`config.mk`:
```
export PLATFORM = sky130hd
export DESIGN_NAME = ebu_top
export DESIGN_NICKNAME = d
export VERILOG_FILES = /design/src/verilog/ebu_pkg.sv /design/src/verilog/ebu_cs_decode.sv /design/src/verilog/ebu_top.sv
export VERILOG_INCLUDE_DIRS = /design/src /design/src/verilog
export SDC_FILE = /design/constraint.sdc
export NUM_CORES = 1
export LEC_CHECK = 0
export ABC_AREA = 0
export BUFFER_PORTS_ARGS = -buffer_cell sky130_fd_sc_hd__buf_2
export CAP_MARGIN = 20
export CORE_ASPECT_RATIO = 0.7
export CORE_UTILIZATION = 35
export DETAILED_ROUTE_END_ITERATION = 10
export GPL_TIMING_DRIVEN = 0
export MAX_ROUTING_LAYER = met4
export PLACE_DENSITY = 0.67
export SYNTH_ARGS = -nofsm -noshare
export SYNTH_HDL_FRONTEND = slang
export SYNTH_SLANG_ARGS = --single-unit
```
`constraint.sdc`:
```
create_clock -name clk -period 7.96 [get_ports clk]
set_clock_uncertainty 0.1 [all_clocks]
set_input_delay 1.194 -clock clk [delete_from_list [all_inputs] [get_ports clk]]
set_output_delay 1.194 -clock clk [all_outputs]
set_load 0.005 [all_outputs]
```
`src/verilog/ebu_map.svh`:
```
// Purpose: Constant map of the external bus unit
// Assumes: Included by the package and the design modules
// Notes:   Widths, counts, positions, codes and reset values only
`ifndef EBU_MAP_SVH
`define EBU_MAP_SVH

`define EBU_ADDR_W       24
`define EBU_SPACE_W      26
`define EBU_DATA_W       16
`define EBU_NUM_CS       8
`define EBU_NUM_LOCS     4
`define EBU_NUM_HICS     4
`define EBU_HICS_LSB     20
`define EBU_REGION_LSB   20
`define EBU_REGION_W     6
`define EBU_IDX_W        3
`define EBU_CNT_W        3
`define EBU_BOOT_REGION  6'h00
`define EBU_BOOT_CS      3'h0
`define EBU_CNT_ZERO     3'h0
`define EBU_PIN_ADDR_RST 24'h00_0000
`define EBU_SPACE_RST    26'h000_0000
`define EBU_DATA_RST     16'h0000
`define EBU_BYTE_ZERO    8'h00
`define EBU_HICS_RST     4'h0
`define EBU_BE_BOTH      2'h3
`define EBU_BE_HIGH      2'h2

`endif

```
`src/verilog/ebu_pkg.sv`:
```
// Purpose: Types shared by the external bus unit modules
// Assumes: ebu_map.svh supplies all widths except those of be and ebu_state_e
// Notes:   Region config is per chip select
`default_nettype none
`include "ebu_map.svh"

package ebu_pkg;

    typedef struct packed {
        logic                          enable;
        logic [`EBU_REGION_W-1:0]      base;
        logic [`EBU_REGION_W-1:0]      mask;
        logic                          width16;
        logic                          read_late;
        logic [`EBU_CNT_W-1:0]         wait_states;
        logic [`EBU_CNT_W-1:0]         float_cycles;
    } ebu_cs_cfg_s;

    typedef struct packed {
        logic                          write;
        logic [`EBU_SPACE_W-1:0]       addr;
        logic [`EBU_DATA_W-1:0]        wdata;
        logic [1:0]                    be;
    } ebu_req_s;

    typedef enum logic [1:0] {
        EBU_IDLE,
        EBU_SETUP,
        EBU_STROBE,
        EBU_HOLD
    } ebu_state_e;

endpackage : ebu_pkg
`default_nettype wire

```
`src/verilog/ebu_cs_decode.sv`:
```
// Purpose: Region match and chip select selection
// Assumes: Lowest matching chip select wins
// Notes:   Boot region forced to chip select 0 until remap
`timescale 1ns/1ps
`default_nettype none
`include "ebu_map.svh"

module ebu_cs_decode (
    // Access
    input  wire logic [`EBU_REGION_W-1:0]                region,
    input  wire logic                                    boot_active,
    // Configuration
    input  wire ebu_pkg::ebu_cs_cfg_s [`EBU_NUM_CS-1:0]  cs_cfg,
    // Result
    output logic                                         hit,
    output logic [`EBU_IDX_W-1:0]                        idx
);
    import ebu_pkg::*;

    logic [`EBU_NUM_CS-1:0] match;
    wire                    boot_hit = boot_active && (region == `EBU_BOOT_REGION);

    // base and mask over the 64 MB space
    genvar gi;
    generate
        for (gi = 0; gi < `EBU_NUM_CS; gi++) begin : g_match
            assign match[gi] = cs_cfg[gi].enable &&
                               (((region ^ cs_cfg[gi].base) & cs_cfg[gi].mask) == '0);
        end
    endgenerate

    always_comb begin
        hit = boot_hit;
        idx = `EBU_BOOT_CS;
        if (!boot_hit) begin
            for (int i = `EBU_NUM_CS - 1; i >= 0; i--) begin
                if (match[i]) begin
                    hit = 1'b1;
                    idx = i[`EBU_IDX_W-1:0];
                end
            end
        end
    end

endmodule : ebu_cs_decode
`default_nettype wire

```
`src/verilog/ebu_top.sv`:
```
// Purpose: External bus unit, internal requests to SRAM/flash pin cycles
// Assumes: One request at a time; pins synchronous to clk
// Notes:   Both strobe sets are driven; the unused set idles high
// How it works
// - Addresses leave on a 24-bit bus whose top four lines can become chip selects.
// - After reset the four shared lines carry address bits 23..20 until software switches them.
// - Every address pin holds a defined level from the release of reset.
// - Eight chip selects exist, four low-true dedicated and four high-true shared.
// - Region base and mask per chip select span a 64 MB space.
// - The 16-bit data bus serves each region as 8-bit or 16-bit.
// - A byte-write or a byte-select strobe set is chosen, all strobes low-true.
// - Read and write strobes are separate so devices need no decoding.
// - Programmed wait states stretch the strobe, and so does a low wait request.
// - A programmed float time passes before the next cycle may start.
// - Reads use either an early or a late read strobe protocol.
// - With no waits a read strobe lasts a single clock cycle.
// - The boot mode pin is caught during reset and boot memory is remapped on command.
`timescale 1ns/1ps
`default_nettype none
`include "ebu_map.svh"

module ebu_top (
    // Clock and reset
    input  wire logic                                    clk,
    input  wire logic                                    sys_rst,
    // Internal request
    input  wire logic                                    req_valid,
    input  wire ebu_pkg::ebu_req_s                       req,
    output logic                                         req_ready,
    output logic                                         rsp_valid,
    output logic                                         rsp_error,
    output logic [`EBU_DATA_W-1:0]                       rsp_rdata,
    // Configuration and status
    input  wire ebu_pkg::ebu_cs_cfg_s [`EBU_NUM_CS-1:0]  cs_cfg,
    input  wire logic [`EBU_NUM_HICS-1:0]                high_cs_enable,
    input  wire logic                                    byte_select_mode,
    input  wire logic                                    remap_set,
    output logic                                         remap_done,
    output logic                                         boot_width16,
    // External pins
    output logic [`EBU_ADDR_W-1:0]                       addr_pins,
    output logic [`EBU_NUM_LOCS-1:0]                     low_chip_selects_n,
    input  wire logic [`EBU_DATA_W-1:0]                  data_in,
    output logic [`EBU_DATA_W-1:0]                       data_out,
    output logic                                         data_oe,
    output logic                                         low_byte_write_strobe_n,
    output logic                                         upper_byte_write_strobe_n,
    output logic                                         read_strobe_n,
    output logic                                         write_enable_strobe_n,
    output logic                                         output_enable_strobe_n,
    output logic                                         upper_byte_select_n,
    output logic                                         lower_byte_select_n,
    input  wire logic                                    wait_request_n,
    input  wire logic                                    boot_mode_select_pin
);
    import ebu_pkg::*;

    ebu_state_e              state_reg, state_next;
    ebu_cs_cfg_s             cfg_reg, cfg_next;
    logic [`EBU_SPACE_W-1:0] addr_reg, addr_next;
    logic [`EBU_DATA_W-1:0]  wdata_reg, rdata_reg, rdata_next;
    logic [1:0]              be_reg, be_next;
    logic [`EBU_IDX_W-1:0]   idx_reg, idx_next;
    logic [`EBU_CNT_W-1:0]   cnt_reg, cnt_next;
    logic                    write_reg, write_next;
    logic                    beat_reg, beat_next;
    logic                    rsp_valid_reg, rsp_valid_next;
    logic                    rsp_error_reg, rsp_error_next;
    logic [`EBU_NUM_HICS-1:0] hics_reg;
    logic                    boot_mode_reg;
    logic                    remap_reg;
    logic                    hit;
    logic [`EBU_IDX_W-1:0]   hit_idx;

    ebu_cs_decode u_decode (
        .region      (req.addr[`EBU_SPACE_W-1:`EBU_REGION_LSB]),
        .boot_active (!remap_reg),
        .cs_cfg      (cs_cfg),
        .hit         (hit),
        .idx         (hit_idx)
    );

    // Boot access width follows the strap until remap
    wire boot_sel = !remap_reg && (hit_idx == `EBU_BOOT_CS);
    ebu_cs_cfg_s sel_cfg;
    always_comb begin
        sel_cfg = cs_cfg[hit_idx];
        if (boot_sel) begin
            sel_cfg.width16 = boot_mode_reg;
        end
    end

    wire accept     = req_valid && (state_reg == EBU_IDLE);
    wire in_strobe  = (state_reg == EBU_STROBE);
    wire cs_active  = (state_reg != EBU_IDLE);
    wire wait_done  = in_strobe && (cnt_reg == `EBU_CNT_ZERO) && wait_request_n;
    // halfword to 8-bit device splits in two beats
    wire two_beat   = !cfg_reg.width16 && (be_reg == `EBU_BE_BOTH);
    wire lane_hi    = cfg_reg.width16 ? 1'b0 : (beat_reg || (be_reg == `EBU_BE_HIGH));
    wire last_beat  = !two_beat || beat_reg;
    // late reads and writes get a setup cycle
    wire need_setup = req.write || sel_cfg.read_late;
    wire beat_setup = write_reg || cfg_reg.read_late;

    always_comb begin
        state_next     = state_reg;
        cfg_next       = cfg_reg;
        addr_next      = addr_reg;
        be_next        = be_reg;
        idx_next       = idx_reg;
        cnt_next       = cnt_reg;
        write_next     = write_reg;
        beat_next      = beat_reg;
        rdata_next     = rdata_reg;
        rsp_valid_next = 1'b0;
        rsp_error_next = 1'b0;
        case (state_reg)
            EBU_IDLE: begin
                if (accept && !hit) begin
                    rsp_valid_next = 1'b1;
                    rsp_error_next = 1'b1;
                end else if (accept) begin
                    cfg_next   = sel_cfg;
                    addr_next  = req.addr;
                    be_next    = req.be;
                    idx_next   = hit_idx;
                    write_next = req.write;
                    beat_next  = 1'b0;
                    rdata_next = `EBU_DATA_RST;
                    cnt_next   = sel_cfg.wait_states;
                    state_next = need_setup ? EBU_SETUP : EBU_STROBE;
                end
            end
            EBU_SETUP: begin
                cnt_next   = cfg_reg.wait_states;
                state_next = EBU_STROBE;
            end
            EBU_STROBE: begin
                if (cnt_reg != `EBU_CNT_ZERO) begin
                    cnt_next = cnt_reg - 1'b1;
                end else if (wait_request_n) begin
                    if (cfg_reg.width16) begin
                        rdata_next = data_in;
                    end else if (lane_hi) begin
                        rdata_next = {data_in[7:0], rdata_reg[7:0]};
                    end else begin
                        rdata_next = {rdata_reg[15:8], data_in[7:0]};
                    end
                    rsp_valid_next = last_beat;
                    cnt_next       = cfg_reg.float_cycles;
                    state_next     = EBU_HOLD;
                end
            end
            EBU_HOLD: begin
                // float time before any new cycle
                if (cnt_reg != `EBU_CNT_ZERO) begin
                    cnt_next = cnt_reg - 1'b1;
                end else if (!last_beat) begin
                    beat_next  = 1'b1;
                    cnt_next   = cfg_reg.wait_states;
                    state_next = beat_setup ? EBU_SETUP : EBU_STROBE;
                end else begin
                    state_next = EBU_IDLE;
                end
            end
            default: begin
                state_next = EBU_IDLE;
            end
        endcase
    end

    always_ff @(posedge clk) begin
        if (sys_rst) begin
            state_reg <= EBU_IDLE;
            cnt_reg   <= `EBU_CNT_ZERO;
            beat_reg  <= 1'b0;
            write_reg <= 1'b0;
        end else begin
            state_reg <= state_next;
            cnt_reg   <= cnt_next;
            beat_reg  <= beat_next;
            write_reg <= write_next;
        end
    end

    // address defined at reset, held per access
    always_ff @(posedge clk) begin
        if (sys_rst) begin
            addr_reg <= `EBU_SPACE_RST;
            cfg_reg  <= '0;
            be_reg   <= '0;
            idx_reg  <= `EBU_BOOT_CS;
        end else begin
            addr_reg <= addr_next;
            cfg_reg  <= cfg_next;
            be_reg   <= be_next;
            idx_reg  <= idx_next;
        end
    end

    always_ff @(posedge clk) begin
        if (sys_rst) begin
            wdata_reg     <= `EBU_DATA_RST;
            rdata_reg     <= `EBU_DATA_RST;
            rsp_valid_reg <= 1'b0;
            rsp_error_reg <= 1'b0;
        end else begin
            wdata_reg     <= accept ? req.wdata : wdata_reg;
            rdata_reg     <= rdata_next;
            rsp_valid_reg <= rsp_valid_next;
            rsp_error_reg <= rsp_error_next;
        end
    end

    // strap caught while reset held, remap sticky
    always_ff @(posedge clk) begin
        if (sys_rst) begin
            boot_mode_reg <= boot_mode_select_pin;
            remap_reg     <= 1'b0;
        end else begin
            remap_reg     <= remap_reg || remap_set;
        end
    end

    always_ff @(posedge clk) begin
        if (sys_rst) begin
            hics_reg <= `EBU_HICS_RST;
        end else begin
            hics_reg <= high_cs_enable;
        end
    end

    wire [`EBU_NUM_CS-1:0] cs_onehot = cs_active ? (`EBU_NUM_CS'(1) << idx_reg) : '0;
    assign low_chip_selects_n = ~cs_onehot[`EBU_NUM_LOCS-1:0];

    // address bus with shared top lines
    wire [`EBU_ADDR_W-1:0] pin_addr = {addr_reg[`EBU_ADDR_W-1:1],
                                       cfg_reg.width16 ? addr_reg[0] : lane_hi};
    genvar gh;
    generate
        for (gh = 0; gh < `EBU_NUM_HICS; gh++) begin : g_hics
            // High select n sits on address line 23 - n
            localparam int PIN = `EBU_ADDR_W - 1 - gh;
            assign addr_pins[PIN] = hics_reg[gh] ? cs_onehot[`EBU_NUM_LOCS + gh]
                                                 : pin_addr[PIN];
        end
    endgenerate
    assign addr_pins[`EBU_HICS_LSB-1:0] = pin_addr[`EBU_HICS_LSB-1:0];

    // strobe sets, unused set parked high
    wire rd_on  = in_strobe && !write_reg;
    wire wr_on  = in_strobe && write_reg;
    wire lane0  = cfg_reg.width16 ? be_reg[0] : 1'b1;
    wire lane1  = cfg_reg.width16 && be_reg[1];
    assign low_byte_write_strobe_n   = !(!byte_select_mode && wr_on && lane0);
    assign upper_byte_write_strobe_n = !(!byte_select_mode && wr_on && lane1);
    assign read_strobe_n             = !(!byte_select_mode && rd_on);
    assign write_enable_strobe_n     = !(byte_select_mode && wr_on);
    assign output_enable_strobe_n    = !(byte_select_mode && rd_on);
    assign upper_byte_select_n       = !(byte_select_mode && cs_active && lane1);
    assign lower_byte_select_n       = !(byte_select_mode && cs_active && lane0);

    // Byte data rides on the low lane for 8-bit devices
    assign data_out  = lane_hi ? {`EBU_BYTE_ZERO, wdata_reg[15:8]} : wdata_reg;
    assign data_oe   = write_reg && (state_reg == EBU_SETUP || in_strobe);
    assign req_ready = (state_reg == EBU_IDLE);
    assign rsp_valid = rsp_valid_reg;
    assign rsp_error = rsp_error_reg;
    assign rsp_rdata = rdata_reg;
    assign remap_done   = remap_reg;
    assign boot_width16 = boot_mode_reg;

    a_reset_addr: assert property (@(posedge clk)
        $past(sys_rst) |-> addr_pins == `EBU_PIN_ADDR_RST)
        else $error("address pins not defined after reset");
    a_shared_addr: assert property (@(posedge clk) disable iff (sys_rst)
        !hics_reg[0] |-> addr_pins[`EBU_ADDR_W-1] == addr_reg[`EBU_ADDR_W-1])
        else $error("shared line not carrying address");
    a_cs_onehot: assert property (@(posedge clk) disable iff (sys_rst)
        $countones(~low_chip_selects_n) <= 1)
        else $error("more than one low chip select active");
    a_strobe_set: assert property (@(posedge clk) disable iff (sys_rst)
        !byte_select_mode |-> write_enable_strobe_n && output_enable_strobe_n)
        else $error("byte-select strobe active in byte-write mode");
    a_rd_wr_apart: assert property (@(posedge clk) disable iff (sys_rst)
        !(!read_strobe_n && !(low_byte_write_strobe_n && upper_byte_write_strobe_n)))
        else $error("read and write strobes together");
    a_wait_stretch: assert property (@(posedge clk) disable iff (sys_rst)
        in_strobe && !wait_request_n |=> in_strobe)
        else $error("strobe ended under wait request");
    a_float_gap: assert property (@(posedge clk) disable iff (sys_rst)
        $rose(state_reg == EBU_HOLD) && cfg_reg.float_cycles == 3'h2 |-> !req_ready[*3])
        else $error("new cycle inside float time");
    a_single_read: assert property (@(posedge clk) disable iff (sys_rst)
        accept && hit && !req.write && !sel_cfg.read_late && sel_cfg.wait_states == 3'h0 &&
        (sel_cfg.width16 || req.be != `EBU_BE_BOTH) ##1 wait_request_n |->
        !read_strobe_n || !output_enable_strobe_n ##1 rsp_valid)
        else $error("zero-wait read not done in one strobe cycle");
    a_addr_stable: assert property (@(posedge clk) disable iff (sys_rst)
        in_strobe |=> $stable(addr_pins) && $stable(low_chip_selects_n))
        else $error("address moved at strobe end");

endmodule : ebu_top
`default_nettype wire

```
=== Yosys cells after proc, flatten, opt, wreduce, memory -nomap -nowiden ===
Cells that the tools add are included.
Widths: inputs -> output; s select.

* Bitwise gates (word level): 19
* Mux-type cells: 62
* Equal/unequal tests: 15
* Magnitude comparators: 1
* Shift-type cells: 1
* Reduce and logical (&&, ||, !) cells: 67
* $add $sub $neg: 1

{| class="wikitable"
|+ Operators by type and width
! cell !! number
|-
| $mux 16 || 7
|-
| $bmux 21 s3 || 1
|-
| $logic_not 6->1 || 9
|-
| $and 6x6->6 || 8
|-
| $xor 6x6->6 || 8
|-
| $mux 3 || 15
|-
| $pmux 16 s2 || 1
|-
| $logic_and 1x1->1 || 26
|-
| $mux 1 || 24
|-
| $mux 2 || 8
|-
| $mux 8 || 2
|-
| $logic_not 1->1 || 13
|-
| $pmux 3 s4 || 1
|-
| $reduce_and 6->1 || 2
|-
| $ne 2x2->1 const B || 5
|-
| $reduce_and 5->1 || 2
|-
| $eq 2x2->1 const B || 4
|-
| $pmux 2 s4 || 1
|-
| $shl 1x3->8 const A || 1
|-
| $logic_or 1x1->1 || 6
|-
| $ne 3x2->1 const B || 2
|-
| $ne 3x3->1 const B || 2
|-
| $reduce_bool 2->1 || 3
|-
| $lt 3x4->1 const B || 1
|-
| other kinds (12) || 14
|}

* Input bits: 240
* Output and inout bits: 73
* Register bits after elaboration: 84

=== Longest topological paths before layout ===
Gate-level depths: netlist of run 1.

* Word-level depth: 20
* Depth in mapped cells: 11

=== Hierarchy ===
From an unflattened synthesis of run 1, not the netlist that was laid out.

* Cell total of the unflattened synthesis: 611
* Area total of the unflattened synthesis: 5143.7 um^2

{| class="wikitable"
|+ Modules (own cells, without submodules)
! module !! times used !! seq. area each (um^2) !! cells an instance !! area each (um^2)
|-
| ebu_top || 1 || 1691.6 || 509 || 4339.2
|-
| ebu_cs_decode || 1 || 0.0 || 102 || 804.5
|}

=== Worst setup path after synthesis of run 1 ===
Ideal clock, no wire load.

* Path type: in2reg
* Start point: input req[42] (netlist bit)
* End point: register cnt_reg[2]
* Buffers on the path: 2
* Cell stages on the path: 11
* Setup slack: 4300 ps
* Data arrival time: 3431 ps
* Path through: buf_6 xor2_1 a222oi_1 nand3_1 a211o_2 nand2_4 a21bo_1 buf_6 mux4_2 o22ai_2 o32ai_1

* Longest elaborated chain between the ends: 18
* Elaborated cells between the ends (all ways): 61
* Classes of those cells: 1 x eq/ne; 23 x mux; 16 x bitwise; 21 x reduce/logical

{| class="wikitable"
|+ Ends and longest elaborated chain
! what !! RTL line !! text
|-
| start, declared || ebu_top.sv:28 || <nowiki>input wire ebu_pkg::ebu_req_s req,</nowiki>
|-
| $xor 6x6->6 || ebu_cs_decode.sv:28 || <nowiki>(((region ^ cs_cfg[gi].base) & cs_cfg[gi].mask) == '0);</nowiki>
|-
| $and 6x6->6 || ebu_cs_decode.sv:28 ||
|-
| $logic_not 6->1 || ebu_cs_decode.sv:28 ||
|-
| $logic_and 1x1->1 || ebu_cs_decode.sv:27 || <nowiki>assign match[gi] = cs_cfg[gi].enable &&</nowiki>
|-
| $mux 3 (8 in a row) || ebu_cs_decode.sv:37 || <nowiki>if (match[i]) begin</nowiki>
|-
| $mux 3 || ebu_cs_decode.sv:35 || <nowiki>if (!boot_hit) begin</nowiki>
|-
| $bmux 21 s3 || ebu_top.sv:87 || <nowiki>sel_cfg = cs_cfg[hit_idx];</nowiki>
|-
| $mux 8 (not written as such) || ebu_top.sv:87 ||
|-
| $mux 3 || ebu_top.sv:122 || <nowiki>end else if (accept) begin</nowiki>
|-
| $mux 3 || ebu_top.sv:119 || <nowiki>if (accept && !hit) begin</nowiki>
|-
| $pmux 3 s4 || ebu_top.sv:117 || <nowiki>case (state_reg)</nowiki>
|-
| end signal, assigned || ebu_top.sv:175 || <nowiki>cnt_reg <= `EBU_CNT_ZERO;</nowiki>
|-
| end signal, assigned || ebu_top.sv:180 || <nowiki>cnt_reg <= cnt_next;</nowiki>
|-
| end, declared || ebu_top.sv:64 || <nowiki>logic [`EBU_CNT_W-1:0] cnt_reg, cnt_next;</nowiki>
|}

Several ways; a longest one is shown, not always the timed one. The select of a mux whose other input is x is not followed.
A chain may end at the register's enable or synchronous reset.

=== Worst setup path after layout of run 1 ===
* Start point: input req[41] (netlist bit)
* End point: register addr_reg[2]

* Longest elaborated chain between the ends: 17
* Elaborated cells between the ends (all ways): 47
* Classes of those cells: 9 x mux; 17 x bitwise; 21 x reduce/logical

{| class="wikitable"
|+ Ends and longest elaborated chain
! what !! RTL line !! text
|-
| $xor 6x6->6 || ebu_cs_decode.sv:28 ||
|-
| $and 6x6->6 || ebu_cs_decode.sv:28 ||
|-
| $logic_not 6->1 || ebu_cs_decode.sv:28 ||
|-
| $logic_and 1x1->1 || ebu_cs_decode.sv:27 ||
|-
| $mux 1 (8 in a row) || ebu_cs_decode.sv:37 ||
|-
| $mux 1 (*) || ebu_cs_decode.sv:35 ||
|-
| $logic_not 1->1 (*) || ebu_top.sv:119 ||
|-
| $logic_and 1x1->1 (*) || ebu_top.sv:119 ||
|-
| $not 1->1 (no source line) (*) || n/a ||
|-
| $reduce_and 3->1 (no source line) (*) || n/a ||
|-
| end signal, assigned || ebu_top.sv:189 || <nowiki>addr_reg <= `EBU_SPACE_RST;</nowiki>
|-
| end signal, assigned || ebu_top.sv:194 || <nowiki>addr_reg <= addr_next;</nowiki>
|-
| end, declared || ebu_top.sv:60 || <nowiki>logic [`EBU_SPACE_W-1:0] addr_reg, addr_next;</nowiki>
|}

Every way passes the cells marked *; elsewhere a longest branch is shown, timed or not.

==> results_dict.tcl, run 1 <==
set metrics [dict create \
    cts_buffers 9 \
    yosysTopAreaCell "dfxtp_1" \
    postCtsResizedCells 0 \
    synth_nets 907 \
    ys.flop_type "dfxtp_1" \
    grt_pass1_wl_mm 28.97 \
    rsz0062_at_grt "no" \
    grt_use_total_pct 24.94 \
    max_slew_margin_pct 44.00 \
    final-setup-viol-count 0 \
    hold_path_class "reg2reg" \
    largest_reg_flops 24 \
    grt_max_degree 15 \
    end_kind "flip-flop" \
    hp-start "wdata_reg[1]" \
    status "finished, final reports clean" \
    avgRoutedWirePerCell_um 16.35 \
    critPathLaunchType "input port" \
    reg2reg_from "remap_done" \
    pin_count 313 \
    synthXorXnorAreaFrac_pct 8.083 \
    post_cts_buffers 0 \
    die_x_um 147.7 \
    antenna_found_initial 1 \
    power_leakage_nw 3.423 \
    synth_edf_count 1 \
    hold_violations 0 \
    tightest_slew_ns 0.8284 \
    grt_pass1_vias 5458 \
    cts_buffer_depth 2 \
    yosys-top-cells-area "dfxtp_1, nand2_1, xor2_1" \
    fp.coreArea_um2 14190 \
    drt-total-wl_mm 19.18 \
    via_per_inst 4.979 \
    cts_hold_buf 0 \
    cp.required_ns 8.13 \
    place.gp.congestion 0.8882 \
    ant_nets 0 \
    avgSynthCellArea_um2 7.869 \
    initial_utilization_pct 36.66 \
    yosys_warnings 0 \
    synth_mux_area_share_pct 6.976 \
    cts.htree.levels 3 \
    die_h_um 104.0 \
    path_class "in2reg" \
    period_minus_slack_ns 3.974 \
    areaGrowthSynthToFinish_pct 39.52 \
    r2r_end "addr_reg[2]" \
    drt_pre_antenna_iters 5 \
    synth_top_cell_area_share_pct 31.95 \
    clk_pin_slew_ns 0.06 \
    drv_slew 0 \
    synth_cell_types 64 \
    hold_depth 2 \
    fmax_mhz 251.6 \
    rows 36 \
    p_per_area_nw_per_um2 217.0 \
    synthCells 661 \
    utilization_pct 51.15 \
    synth_fa_ha_area_share_pct 1.443 \
    reg2reg_depth 9 \
    cp_max_fo 10 \
    maxCapViolations 0 \
    synth_compound_gate_area_share_pct 20.11 \
    ys_ff_latch 84 \
    drt_iter0_drc 421 \
    drc 0 \
    vias 5840 \
    synth_simple_gate_area_share_pct 23.31 \
    grt-ovfl-total 0 \
    synth_top_family_by_area "simple AND/OR/NAND/NOR gates" \
    reg2reg_slack_ns 4.93 \
    fin_setup_tns_ns 0 \
    syn_area_um2 5201 \
    cts.sinks 84 \
    final_net_count 1224 \
    vdd_drop_max_mv 0.1268 \
    port_buffers 306 \
    cts_tree "yes" \
    clkLatencyLatePin_ns 0.34 \
    detailedPlacementHpwl_mm 15.62 \
    arrival_ns 4.14 \
    dieArea_um2 15360 \
    yosysSeqAreaShare_pct 32.52 \
    async_flop_share_pct 0 \
    fin_crit_sh_pct 49.93 \
    cts-root-buf "clkbuf_16" \
    min_to "wdata_reg[1]" \
    layout-drive-gt1-share_pct 38.09 \
]
## cell families (layout without fill, tap and decap cells)
| group | after synthesis | after routing |
|---|---|---|
| adders and majority gates | 6 | 6 |
| xor gates and xnor gates | 48 | 48 |
| DFF | 84 | 84 |
| AOI/OAI and AO/OA | 160 | 160 |
| buffers and inverters | 75 | 396 |
| other | 0 | 1 |
| and+or+nand+nor | 260 | 260 |
| muxes | 28 | 28 |
## layout by cell type, fill, tap and decap left out, types with 12 or more instances in the layout
| master | netlist | routed |
|---|---|---|
| dfxtp_1 | 83 | 83 |
| clkbuf_1 | 25 | 26 |
| o21ai_0 | 20 | 20 |
| buf_4 | 24 | 24 |
| nand2_1 | 134 | 134 |
| a222oi_1 | 12 | 12 |
| buf_2 | 5 | 311 |
| inv_1 | 17 | 17 |
| xor2_1 | 48 | 48 |
| nand3_1 | 27 | 27 |
| a21oi_1 | 67 | 67 |
| a22oi_1 | 17 | 17 |
| nor2b_1 | 19 | 19 |
| nor2_1 | 34 | 34 |
## power by group
group	leakage [nW]	switching (mW)	internal, mW
registers	0.687	0.0388	0.481
logic	2.60	0.376	0.272
clock network	0.134	0.167	0.240
total	3.42	0.582	0.993
## layer usage
layer / share of wire [%] / global-route usage [%] / vias up
li1: - / - / 2937
met1: 48 / 34.51 / 2648
met5: 0 / - / -
met4: 1.3 / 5.670 / 0
met3: 6.6 / 4.649 / 20
met2: 44 / 37.37 / 235
## stage by stage
stage          setup slack, ns  cell area [um2]  hold WS (ns)  power, mW  cells
2_1_floorplan            4.300             5201        0.3338     0.9315    661
3_5_place_dp             3.649             6970        0.3475      1.170   1157
6_report                 3.986             7257        0.3517      1.575   1173
5_1_grt                  3.745             7257        0.3768      1.677   1173
4_1_cts                  4.011             7254        0.3564      1.577   1172
3_3_place_gp             3.720             6970        0.3403      1.163   1157
## how the worst max path moves through the flow
stage                     startpoint           to  slack (ns)  cells past startpoint
after CTS                    req[41]  addr_reg[2]        4.01                     10
after global routing         req[41]    write_reg        3.75                     10
after global placement       req[41]  addr_reg[3]        3.72                     10
after floorplan              req[42]   cnt_reg[2]        4.30                     11
after detailed placement     req[41]  addr_reg[2]        3.65                     10
final                        req[41]  addr_reg[2]        3.99                     10
## synthesized netlist by cell type, types with 12 or more instances
library cell,n
nand2_1,134
dfxtp_1,83
a21oi_1,67
xor2_1,48
nor2_1,34
nand3_1,27
clkbuf_1,25
buf_4,24
o21ai_0,20
nor2b_1,19
a22oi_1,17
inv_1,17
a222oi_1,12
## area by class of cell
cell class / instances / area (um2)
antenna: 1 / 2.502
buffer: 58 / 329.1
clock buffer: 10 / 229.0
clock inverter: 5 / 55.05
fill: 1430 / 6932
inverter: 17 / 63.81
multi-input combinational: 502 / 3117
sequential: 84 / 1692
tap: 190 / 237.7
timing repair buffer: 306 / 1531
## worst max-delay path, cell delays in order
cell and delay, ns:
buf_4 0.18, xor2_1 0.17, a222oi_1 0.52, a31oi_1 0.39
and2_1 0.28, and3_4 0.21, nor2_1 0.35, clkbuf_1 0.56
nand2_1 0.13, a21oi_1 0.15
Note: power is estimated with default switching activity, not from simulation.
==> inputs of run 2 (changes only) <==
PLACE_DENSITY = 0.7   (was 0.67)
clock period = 3.6 ns   (was 7.96 ns; I/O delays follow)
==> run 2 against run 1 <==
  * Critical path depth is 1 higher
  * Total power is 130% higher
  * Register-to-register slack worse by 4.4 ns
  * Flip-flop and latch count did not move
  * Worst setup slack got worse by 3.5 ns
  * Clock-buffer cell count shrank 1
  * Routed wire length up 2.2%
  * Final cell count about the same
  * Design area grew 0.55%
  * Combinational power increased by 120%
  * Utilization rose by 0.28 points
  * Global-route usage up 1.1 points
  * Critical path type unchanged
  * Critical endpoint is now cfg_reg[5]
  * Highest routed layer unchanged
==> results_dict.tcl, run 2 (synthesis gave the netlist of run 1 again) <==
set metrics [dict create \
    pin_count 313 \
    final-setup-viol-count 0 \
    cts.htree.levels 3 \
    vias 5940 \
    grt_max_degree 16 \
    grt-ovfl-total 0 \
    via_per_inst 5.060 \
    layout-drive-gt1-share_pct 38.25 \
    final_net_count 1224 \
    reg2reg_from "remap_done" \
    grt_use_total_pct 26.08 \
    port_buffers 306 \
    post_cts_buffers 0 \
    detailedPlacementHpwl_mm 16.09 \
    fin_setup_tns_ns 0 \
    hold_violations 0 \
    antenna_found_initial 0 \
    power_leakage_nw 3.444 \
    hp-start "boot_mode_select_pin" \
    arrival_ns 3.28 \
    drt_pre_antenna_iters 6 \
    grt_pass1_wl_mm 30.08 \
    drt-total-wl_mm 19.61 \
    fp.coreArea_um2 14190 \
    cts_buffer_depth 2 \
    end_kind "flip-flop" \
    die_h_um 104.0 \
    maxCapViolations 0 \
    max_slew_margin_pct 44.37 \
    ant_nets 0 \
    fmax_mhz 318.8 \
    multi_input_area_um2 3117 \
    fin_crit_sh_pct 87.12 \
    vdd_drop_max_mv 0.2770 \
    regArea_um2 1692 \
    die_x_um 147.7 \
    cp_max_fo 10 \
    reg2reg_depth 10 \
    final_cell_area_um2 7297 \
    cpMaxStageDelayCell "a31oi_1" \
    hold_depth 1 \
    slowest_delay_ns 0.66 \
    tightest_slew_ns 0.8229 \
    drt_iter0_drc 389 \
    path_class "in2reg" \
    drv_slew 0 \
    cp.required_ns 3.75 \
    critPathMostFrequentCell "mux2i_1" \
    cts_buffers 9 \
    dieArea_um2 15360 \
    startpoint "req[41]" \
    layout_common_cells "buf_2, nand2_1, dfxtp_1" \
    drc 0 \
    critical_path.cell_chain "buf_4, xor2_1, a222oi_1, a31oi_1, nand2_1, or3_1, buf_2, mux2i_1, mux2i_1, mux2i_1, a211oi_1" \
    cts_tree "yes" \
    cts_hold_buf 0 \
    areaGrowthSynthToFinish_pct 40.29 \
    hold_path_class "in2reg" \
    postCtsResizedCells 0 \
    rows 36 \
    place.gp.congestion 0.8594 \
    initial_utilization_pct 36.66 \
    cts-root-buf "clkbuf_16" \
    rsz0062_at_grt "no" \
    postPlaceCellArea_um2 6970 \
    avgRoutedWirePerCell_um 16.70 \
    clkLatencyLatePin_ns 0.34 \
    period_minus_slack_ns 3.136 \
    grt_pass1_vias 5547 \
    critPathLaunchType "input port" \
    final_common_cell "buf_2" \
    fillCellCount 1406 \
    largest_reg_flops 24 \
    clk_pin_slew_ns 0.07 \
    cts.sinks 84 \
    status "finished, final reports clean" \
    p_per_area_nw_per_um2 493.5 \
]
## run 2: changes by cell type in the layout (fill, tap and decap cells not counted), sizes merged
cell      delta
bufinv       +1
clkbuf       -1
clkinv       +1
clkinvlp     -1
inv          +1
## run 2: path summary, 6_finish.rpt
path / to / slack, ns
max: cfg_reg[5] / 0.46
min: boot_width16 / 0.27
max reg2reg: cfg_reg[5] / 0.55
min reg2reg: addr_reg[18] / 0.35
## run 2: through the flow
step	std cells	power (mW)	hold WS [ns]	util, %	worst slack [ns]
after floorplan	661	2.060	0.3338	-	0.5937
after global placement	1157	2.580	0.3431	49.13	0.1451
after detailed placement	1157	2.594	0.3469	49.13	0.1754
after CTS	1173	3.610	0.2651	51.41	0.5315
after global routing	1173	3.834	0.2594	51.41	0.2179
final	1174	3.601	0.2723	51.43	0.4637
## run 2: area by class of cell
| type | instances | share of cell area [%] |
|---|---|---|
| Buffer | 58 | 4.510 |
| Multi-Input combinational cell | 502 | 42.71 |
| Sequential cell | 84 | 23.18 |
| Timing Repair Buffer | 306 | 20.99 |
| Clock inverter | 7 | 1.355 |
| Inverter | 17 | 0.8745 |
| Tap cell | 190 | 3.258 |
| Clock buffer | 9 | 3.086 |
| Antenna cell | 1 | 0.03429 |
## run 2: metal layers
metal / global-route usage, % / up-vias / part of all wire [%]
li1: - / 2945 / -
met1: 36.61 / 2741 / 49
met2: 39.29 / 233 / 43
met3: 4.561 / 21 / 6.6
met4: 4.639 / 0 / 1.2
met5: - / - / 0
## run 2: power breakdown
part           total (mW)  switching [mW]  internal (mW)  leakage, nW
combinational        1.44           0.836          0.601         2.60
sequential           1.15          0.0843           1.06        0.687
clock                1.02           0.404          0.612        0.156
## run 2: worst max-delay path, delay by kind of cell
kind                      cells  cell delay, ns
xor gates and xnor gates      1            0.16
and+or+nand+nor               2            0.62
muxes                         3            0.53
AOI/OAI and AO/OA             3            1.02
buffers and inverters         2            0.40
